## src/verilog/sras_defines.svh

```systemverilog
`ifndef SRAS_DEFINES_SVH
`define SRAS_DEFINES_SVH

// ****************************************************************
// Serial register access slave constants
// ****************************************************************
// Slave address value is arbitrary
`define SRAS_SLAVE_ADDR   7'h2D
`define SRAS_FIFO_DEPTH   8
`define SRAS_BITS_BYTE    4'h8
`define SRAS_DET_WAIT     2'h3
`define SRAS_PTR_RESET    8'h00
`define SRAS_SYNC_RESET   3'h7

`endif

```

## src/verilog/sras_pkg.sv

```systemverilog
package sras_pkg;

    // ****************************************************************
    // Types
    // ****************************************************************
    typedef enum logic [3:0] {
        ST_IDLE      = 4'h0,
        ST_DEVADDR   = 4'h1,
        ST_ACK_ADDR  = 4'h3,
        ST_PTR       = 4'h2,
        ST_ACK_PTR   = 4'h6,
        ST_WDATA     = 4'h7,
        ST_ACK_WDATA = 4'h5,
        ST_RDATA     = 4'h4,
        ST_MACK      = 4'hC
    } sras_state_t;

    typedef struct packed {
        logic [7:0] addr;
        logic [7:0] data;
    } sras_wr_t;

endpackage : sras_pkg

```

## src/verilog/sras_top.sv

```systemverilog
// Functional notes
// Byte after address write loads the pointer
// Written bytes stored at pointer, acked, pointer advances; a byte that finds the FIFO full is NACKed instead and the slave idles
// Write burst continues until Stop is seen
// Host sets pointer by write before reading
// Reads return pointer register, then pointer advances
// Host NACKs the last byte it wants
// Read opens with Start or Repeated Start
// Port enabled only when both lines pulled high
// After NACK, release data and idle
`include "sras_defines.svh"

// ****************************************************************
// Write event FIFO
// ****************************************************************
module sras_fifo #(
    parameter int W     = 16,
    parameter int DEPTH = 8
) (
    input  wire logic         clk,
    input  wire logic         rst,
    input  wire logic         in_valid,
    output logic              in_ready,
    input  wire logic [W-1:0] in_data,
    output logic              out_valid,
    input  wire logic         out_ready,
    output logic [W-1:0]      out_data
);
    localparam int AW = $clog2(DEPTH);

    logic [W-1:0] mem_r [0:DEPTH-1];
    logic [AW:0]  wr_ptr_r;
    logic [AW:0]  rd_ptr_r;
    logic [AW:0]  wr_ptr_nxt;
    logic [AW:0]  rd_ptr_nxt;

    always_comb begin
        in_ready   = (wr_ptr_r - rd_ptr_r) != (AW + 1)'(DEPTH);
        out_valid  = wr_ptr_r != rd_ptr_r;
        out_data   = mem_r[rd_ptr_r[AW-1:0]];
        wr_ptr_nxt = wr_ptr_r + (AW + 1)'(in_valid && in_ready);
        rd_ptr_nxt = rd_ptr_r + (AW + 1)'(out_valid && out_ready);
    end

    always_ff @(posedge clk) begin
        if (rst) begin
            wr_ptr_r <= '0;
            rd_ptr_r <= '0;
        end else begin
            wr_ptr_r <= wr_ptr_nxt;
            rd_ptr_r <= rd_ptr_nxt;
        end
    end

    always_ff @(posedge clk) begin
        if (in_valid && in_ready) begin
            mem_r[wr_ptr_r[AW-1:0]] <= in_data;
        end
    end
endmodule : sras_fifo

// ****************************************************************
// Serial register access slave
// ****************************************************************
module sras_top #(
    parameter logic [6:0] SLAVE_ADDR = `SRAS_SLAVE_ADDR,
    parameter int         FIFO_DEPTH = `SRAS_FIFO_DEPTH
) (
    input  wire logic              CLK,
    input  wire logic              SYS_RST,
    input  wire logic              SCL_IN,
    input  wire logic              SDA_IN,
    output logic                   SDA_OUT,
    output logic                   SDA_OE,
    output logic                   PORT_EN,
    output logic                   WR_VALID,
    output sras_pkg::sras_wr_t     WR_EVT,
    input  wire logic              WR_READY
);
    // ****************************************************************
    // Pin synchronisers and bus condition detection
    // ****************************************************************
    logic [2:0] scl_sh_r;
    logic [2:0] sda_sh_r;
    logic       scl_s;
    logic       sda_s;
    logic       scl_rise;
    logic       scl_fall;
    logic       start_det;
    logic       stop_det;

    always_ff @(posedge CLK) begin
        if (SYS_RST) begin
            scl_sh_r <= `SRAS_SYNC_RESET;
            sda_sh_r <= `SRAS_SYNC_RESET;
        end else begin
            scl_sh_r <= {scl_sh_r[1:0], SCL_IN};
            sda_sh_r <= {sda_sh_r[1:0], SDA_IN};
        end
    end

    always_comb begin
        scl_s     = scl_sh_r[1];
        sda_s     = sda_sh_r[1];
        scl_rise  = scl_s && !scl_sh_r[2];
        scl_fall  = !scl_s && scl_sh_r[2];
        start_det = scl_s && scl_sh_r[2] && sda_sh_r[2] && !sda_s;
        stop_det  = scl_s && scl_sh_r[2] && !sda_sh_r[2] && sda_s;
    end

    // ****************************************************************
    // Port detection
    // ****************************************************************
    // Lines are judged once, after the synchronisers have settled
    logic [1:0] det_cnt_r;
    logic [1:0] det_cnt_nxt;
    logic       port_en_r;
    logic       port_en_nxt;

    always_comb begin
        det_cnt_nxt = det_cnt_r;
        port_en_nxt = port_en_r;
        if (det_cnt_r != `SRAS_DET_WAIT) begin
            det_cnt_nxt = det_cnt_r + 2'h1;
            if (det_cnt_nxt == `SRAS_DET_WAIT) begin
                port_en_nxt = scl_s && sda_s;
            end
        end
    end

    always_ff @(posedge CLK) begin
        if (SYS_RST) begin
            det_cnt_r <= 2'h0;
            port_en_r <= 1'b0;
        end else begin
            det_cnt_r <= det_cnt_nxt;
            port_en_r <= port_en_nxt;
        end
    end

    // ****************************************************************
    // Protocol engine
    // ****************************************************************
    sras_pkg::sras_state_t state_r;
    sras_pkg::sras_state_t state_nxt;
    logic [3:0]            cnt_r;
    logic [3:0]            cnt_nxt;
    logic [7:0]            shift_r;
    logic [7:0]            shift_nxt;
    logic [7:0]            tx_r;
    logic [7:0]            tx_nxt;
    logic [7:0]            ptr_r;
    logic [7:0]            ptr_nxt;
    logic                  rw_r;
    logic                  rw_nxt;
    logic                  oe_r;
    logic                  oe_nxt;
    logic                  mem_we;
    logic [7:0]            regs_r [0:255];
    logic [7:0]            rd_byte;
    logic                  fifo_in_ready;
    logic                  push;

    always_comb begin
        state_nxt = state_r;
        cnt_nxt   = cnt_r;
        shift_nxt = shift_r;
        tx_nxt    = tx_r;
        ptr_nxt   = ptr_r;
        rw_nxt    = rw_r;
        oe_nxt    = oe_r;
        mem_we    = 1'b0;
        push      = 1'b0;
        rd_byte   = regs_r[ptr_r];
        if (!port_en_r) begin
            state_nxt = sras_pkg::ST_IDLE;
            oe_nxt    = 1'b0;
        end else if (start_det) begin
            // Fresh Start and Repeated Start are handled alike
            state_nxt = sras_pkg::ST_DEVADDR;
            cnt_nxt   = 4'h0;
            oe_nxt    = 1'b0;
        end else if (stop_det) begin
            state_nxt = sras_pkg::ST_IDLE;
            oe_nxt    = 1'b0;
        end else begin
            case (state_r)
                sras_pkg::ST_DEVADDR, sras_pkg::ST_PTR, sras_pkg::ST_WDATA: begin
                    if (scl_rise && cnt_r != `SRAS_BITS_BYTE) begin
                        shift_nxt = {shift_r[6:0], sda_s};
                        cnt_nxt   = cnt_r + 4'h1;
                    end else if (scl_fall && cnt_r == `SRAS_BITS_BYTE) begin
                        cnt_nxt = 4'h0;
                        if (state_r == sras_pkg::ST_DEVADDR) begin
                            if (shift_r[7:1] == SLAVE_ADDR) begin
                                rw_nxt    = shift_r[0];
                                oe_nxt    = 1'b1;
                                state_nxt = sras_pkg::ST_ACK_ADDR;
                            end else begin
                                state_nxt = sras_pkg::ST_IDLE;
                            end
                        end else if (state_r == sras_pkg::ST_PTR) begin
                            ptr_nxt   = shift_r;
                            oe_nxt    = 1'b1;
                            state_nxt = sras_pkg::ST_ACK_PTR;
                        end else if (fifo_in_ready) begin
                            // A full FIFO NACKs the byte so nothing is lost
                            mem_we    = 1'b1;
                            push      = 1'b1;
                            ptr_nxt   = ptr_r + 8'h01;
                            oe_nxt    = 1'b1;
                            state_nxt = sras_pkg::ST_ACK_WDATA;
                        end else begin
                            state_nxt = sras_pkg::ST_IDLE;
                        end
                    end
                end
                sras_pkg::ST_ACK_ADDR: begin
                    if (scl_fall) begin
                        cnt_nxt = 4'h0;
                        if (rw_r) begin
                            tx_nxt    = rd_byte;
                            ptr_nxt   = ptr_r + 8'h01;
                            oe_nxt    = !rd_byte[7];
                            state_nxt = sras_pkg::ST_RDATA;
                        end else begin
                            oe_nxt    = 1'b0;
                            state_nxt = sras_pkg::ST_PTR;
                        end
                    end
                end
                sras_pkg::ST_ACK_PTR, sras_pkg::ST_ACK_WDATA: begin
                    if (scl_fall) begin
                        oe_nxt    = 1'b0;
                        state_nxt = sras_pkg::ST_WDATA;
                    end
                end
                sras_pkg::ST_RDATA: begin
                    if (scl_rise) begin
                        cnt_nxt = cnt_r + 4'h1;
                    end else if (scl_fall) begin
                        if (cnt_r == `SRAS_BITS_BYTE) begin
                            oe_nxt    = 1'b0;
                            state_nxt = sras_pkg::ST_MACK;
                        end else begin
                            tx_nxt = {tx_r[6:0], 1'b0};
                            oe_nxt = !tx_r[6];
                        end
                    end
                end
                sras_pkg::ST_MACK: begin
                    if (scl_rise && sda_s) begin
                        state_nxt = sras_pkg::ST_IDLE;
                    end else if (scl_fall) begin
                        cnt_nxt   = 4'h0;
                        tx_nxt    = rd_byte;
                        ptr_nxt   = ptr_r + 8'h01;
                        oe_nxt    = !rd_byte[7];
                        state_nxt = sras_pkg::ST_RDATA;
                    end
                end
                default: begin
                    oe_nxt = 1'b0;
                end
            endcase
        end
    end

    always_ff @(posedge CLK) begin
        if (SYS_RST) begin
            state_r <= sras_pkg::ST_IDLE;
            cnt_r   <= 4'h0;
            shift_r <= 8'h00;
            tx_r    <= 8'h00;
            ptr_r   <= `SRAS_PTR_RESET;
            rw_r    <= 1'b0;
            oe_r    <= 1'b0;
        end else begin
            state_r <= state_nxt;
            cnt_r   <= cnt_nxt;
            shift_r <= shift_nxt;
            tx_r    <= tx_nxt;
            ptr_r   <= ptr_nxt;
            rw_r    <= rw_nxt;
            oe_r    <= oe_nxt;
        end
    end

    // Register space has no reset; contents are undefined until written
    always_ff @(posedge CLK) begin
        if (mem_we) begin
            regs_r[ptr_r] <= shift_r;
        end
    end

    // ****************************************************************
    // Write event path to the core
    // ****************************************************************
    sras_pkg::sras_wr_t fifo_out;
    sras_pkg::sras_wr_t evt_r;
    sras_pkg::sras_wr_t evt_nxt;
    logic               fifo_out_valid;
    logic               fifo_out_ready;
    logic               out_valid_r;
    logic               out_valid_nxt;

    sras_fifo #(
        .W     (16),
        .DEPTH (FIFO_DEPTH)
    ) u_fifo (
        .clk       (CLK),
        .rst       (SYS_RST),
        .in_valid  (push),
        .in_ready  (fifo_in_ready),
        .in_data   ({ptr_r, shift_r}),
        .out_valid (fifo_out_valid),
        .out_ready (fifo_out_ready),
        .out_data  (fifo_out)
    );

    always_comb begin
        fifo_out_ready = !out_valid_r || WR_READY;
        out_valid_nxt  = out_valid_r;
        evt_nxt        = evt_r;
        if (fifo_out_ready) begin
            out_valid_nxt = fifo_out_valid;
            evt_nxt       = fifo_out;
        end
    end

    always_ff @(posedge CLK) begin
        if (SYS_RST) begin
            out_valid_r <= 1'b0;
            evt_r       <= '0;
        end else begin
            out_valid_r <= out_valid_nxt;
            evt_r       <= evt_nxt;
        end
    end

    always_comb begin
        SDA_OUT  = 1'b0;
        SDA_OE   = oe_r;
        PORT_EN  = port_en_r;
        WR_VALID = out_valid_r;
        WR_EVT   = evt_r;
    end
endmodule : sras_top

```

## config.mk

```make
export PLATFORM = sky130hd
export DESIGN_NAME = sras_top
export DESIGN_NICKNAME = d
export VERILOG_FILES = /design/src/verilog/sras_pkg.sv /design/src/verilog/sras_top.sv
export VERILOG_INCLUDE_DIRS = /design/src /design/src/verilog
export SDC_FILE = /design/constraint.sdc
export NUM_CORES = 2
export LEC_CHECK = 0
export BUFFER_PORTS_ARGS = -buffer_cell sky130_fd_sc_hd__buf_2
export CORE_MARGIN = 3
export CORE_UTILIZATION = 48
export CTS_CLUSTER_SIZE = 10
export DETAILED_ROUTE_END_ITERATION = 8
export PLACE_DENSITY_LB_ADDON = 0.25
export SYNTH_ARGS = -nofsm -noshare
export SYNTH_HDL_FRONTEND = slang
export SYNTH_SLANG_ARGS = --single-unit
```

## constraint.sdc

```tcl
create_clock -name CLK -period 5.4 [get_ports CLK]
set_clock_uncertainty 0.2 [all_clocks]
set_input_delay 0.27 -clock CLK [delete_from_list [all_inputs] [get_ports CLK]]
set_output_delay 0.27 -clock CLK [all_outputs]
set_load 0.05 [all_outputs]
```

==> flow_summary.toml <==
[synth]
synth_area_sq_um = 88100
synthCells = 4455
yosys.area_share.simple_pct = 4.04
ys_ff_latch = 2251
synth_compound_area_share_pct = 3.29
yosys.area.top_type = "edfxtp_1"
synth_nets = 4475
synthXorXnorAreaFrac_pct = 0.0895
synth_edf_count = 2176
ys_warn_count = 0
synth_top_family_by_area = "multiplexers"
yosys-top-cells-area = "edfxtp_1 (74%), mux4_2 (13%), mux2i_1 (1.8%), dfxtp_1 (1.7%), nor2_1 (1.4%)"
synth.avg_cell_area_sq_um = 19.8
synth_ff_type = "edfxtp_1"
yosysTopAreaCellShare_pct = 74.2
ys_seq_area_share_pct = 75.9
synth.distinct_cells = 81
synth_adder_area_share_pct = 0.224
muxShareOfSynthArea_pct = 14.9
synth_async_sr_flop_share_pct = 0

[sta]
max_freq_ghz = 0.201
finalSetupTns_ns = 0
slew_headroom_pct = 2.71
final_hold_viol_count = 0
final-max-slew-violation-count = 0
finalCriticalPeriod_ns = 4.97
period_share_pct = 92.0
tightest_slew_ns = 1.46
rsz0062_at_grt = "false"
setup_viol = 0

[pwr]
p_leak_uw = 0.0305
total_power_uw = 35000
combPwrFrac_pct = 1.1
vdd_drop_max_mv = 0.369
power_density_nw_per_um2 = 354
p_sw_uw = 6720
clkPwrFrac_pct = 44.8
p_sw_share_pct = 19.2
power.internal_uw = 28300
power_frac_seq_pct = 54.0

[finish]
seqCellArea_sq_um = 66900
fillers = 13655
drive_gt1_share_pct = 22.3
final_common_cell = "edfxtp_1"
final_nets = 4675
area_delta_synth_final_pct = 12.1
layout.cells.most_common_list = "edfxtp_1 (2176), mux4_2 (506), nor2_1 (340), clkbuf_16 (279), nand2_1 (219)"
multiInputGateArea_sq_um = 19900

[status]
status = "finished clean"

[global_route]
grt_pass1_wl_um = 349000
overflow = 0
antenna_found_initial = 13
grt_pass1_vias = 45987
grt_max_degree = 202
grt_usage_pct = 26.2

[clock_network]
cts_resized = 0
cts_buffer_depth = 4
h-tree-depth = 5
post_cts_buffers = 0
cts_made_buffers = 277
cts-root-buf = "clkbuf_16"
cts_tree = "built"
cts.clk_slew.worst_paths_ns = 0.06
cts_num_sinks = 2251
insertion_delay_ns = 0.93

[setup_path]
crit_required_ns = 5.73
start_kind = "register"
path_class = "register to register"
crit_path_end_kind = "register"
path_max_fanout = 19
cp.arrival_ns = 5.30
r2r_cells = 10

[detailed_routing]
drt-wirelength-per-cell_um = 34.7
firstDrtPassIters = 7
first_iter_violations = 6708
route.vias.total = 46729
drtAntennaViolNets = 0
routed_wl_um = 246000
viasPerCell = 6.59
drc = 0

[min_path]
hold_path_class = "input port to register"
hold_depth = 3

[die]
core_area_sq_um = 182000
io_pins = 25
rows = 156
initial_core_util_pct = 48.5
chipWidth_um = 434
die_h_um = 434
fp.dieArea_sq_um = 189000

[run]
drv_cap = 0

[placed_design]
dp_hpwl_um = 151000
gp_congestion = 0.901
port_buffers = 23
final cells by class:
type | instances | share of cell area, %
antenna | 7 | 0.0177
clock buffer | 329 | 7.27
clock inverter | 10 | 0.0709
inverter | 22 | 0.0861
multi-input combinational | 1913 | 20.2
sequential | 2251 | 67.7
tap | 2370 | 3.00
timing repair buffer | 190 | 1.68
power by group through the flow:
stage	sequential (uW)	combinational [uW]	clock, uW
finish	18900	391	15700
global route	18900	425	16600
CTS	18900	400	15900
detailed placement	19300	396	0
global placement	19300	396	0
floorplan	19400	230	0
per-layer routing:
metal  wire length [um]  part of all wire, %  vias to the layer above  GRT usage, %
met5                 31                0.013                        -             0
met1              95900                   39                    24673          36.8
met4              10100                  4.1                        4          10.1
met3              26100                   11                      519          6.65
met2             114000                   46                     2927          39.7
li1                   -                    -                    18606             -
cells by family (layout without fill, tap and decap cells):
group | count (synthesis) | in the layout
adder cells (fa/ha/maj) | 16 | 16
AO/OA/AOI/OAI | 413 | 413
multiplexers | 676 | 676
XOR/XNOR | 9 | 9
buffers and inverters | 291 | 551
other | 1 | 8
AND/OR/NAND/NOR | 798 | 798
flip-flops | 2251 | 2251
flip-flops by register name (all words and copies together), names as in the netlist, named ones only:
signal	cells
ptr_r	8
u_fifo.rd_ptr_r	4
u_fifo.wr_ptr_r	4
scl_sh_r	3
cnt_r	4
sda_sh_r	3
tx_r	7
state_r	4
u_fifo.mem_r	128
shift_r	8
WR_VALID	1
rw_r	1
WR_EVT	16
SDA_OE	1
PORT_EN	1
regs_r	2048
det_cnt_r	2
per-stage QoR:
| step | setup slack [ns] | hold WS, ns | instance area, sq um | util (%) | cells |
|---|---|---|---|---|---|
| after floorplan | 0.163 | 0.174 | 88100 | - | 4455 |
| after global placement | 0.586 | 0.202 | 91500 | 50.4 | 6739 |
| after detailed placement | 0.591 | 0.196 | 91500 | 50.4 | 6739 |
| after CTS | 0.561 | 0.102 | 98800 | 54.4 | 7084 |
| after global routing | 0.298 | 0.167 | 98800 | 54.4 | 7085 |
| final | 0.432 | 0.193 | 98800 | 54.4 | 7092 |
path summary, 6_finish.rpt:
path	slack [ns]	to	from
max	0.43	regs_r[46][1]$_DFFE_PP_	u_fifo.wr_ptr_r[1]$_SDFF_PP0_
min	0.19	tx_r[6]$_SDFFE_PP0P_	SYS_RST
max reg2reg	0.43	regs_r[46][1]$_DFFE_PP_	u_fifo.wr_ptr_r[1]$_SDFF_PP0_
min reg2reg	0.22	scl_sh_r[1]$_SDFF_PP1_	scl_sh_r[0]$_SDFF_PP1_
cells in the mapped netlist (19+ instances only):
| library cell | number |
|---|---|
| nand4_1 | 23 |
| mux2i_1 | 157 |
| a22oi_1 | 44 |
| nand2_1 | 219 |
| o221ai_1 | 20 |
| nand3_1 | 73 |
| edfxtp_1 | 2176 |
| clkbuf_1 | 123 |
| a21oi_1 | 72 |
| nor2_1 | 340 |
| a311oi_1 | 23 |
| nor2b_1 | 30 |
| dfxtp_1 | 75 |
| buf_4 | 37 |
| mux4_2 | 506 |
| o21ai_0 | 62 |
| nor3_1 | 19 |
| a211oi_1 | 21 |
| buf_1 | 26 |
| o22ai_1 | 42 |
| buf_2 | 68 |
timing repair:
item | CTS | global route
hold buffers | 6 | 0
endpoints found under the hold margin | 53 | 0
endpoints found under the setup margin | 0 | 0
worst max-delay path: stages, from the launching register on:
cell and delay, ns:
dfxtp_1 0.53, ha_1 0.31, nor2b_1 0.15, o21a_1 0.18, o311ai_2 0.22, buf_4 0.20
nor4b_4 0.19, buf_4 0.35, nand4_1 1.00, buf_4 0.63, nor2_1 0.61
No activity file was read; power rests on OpenSTA's default activity.
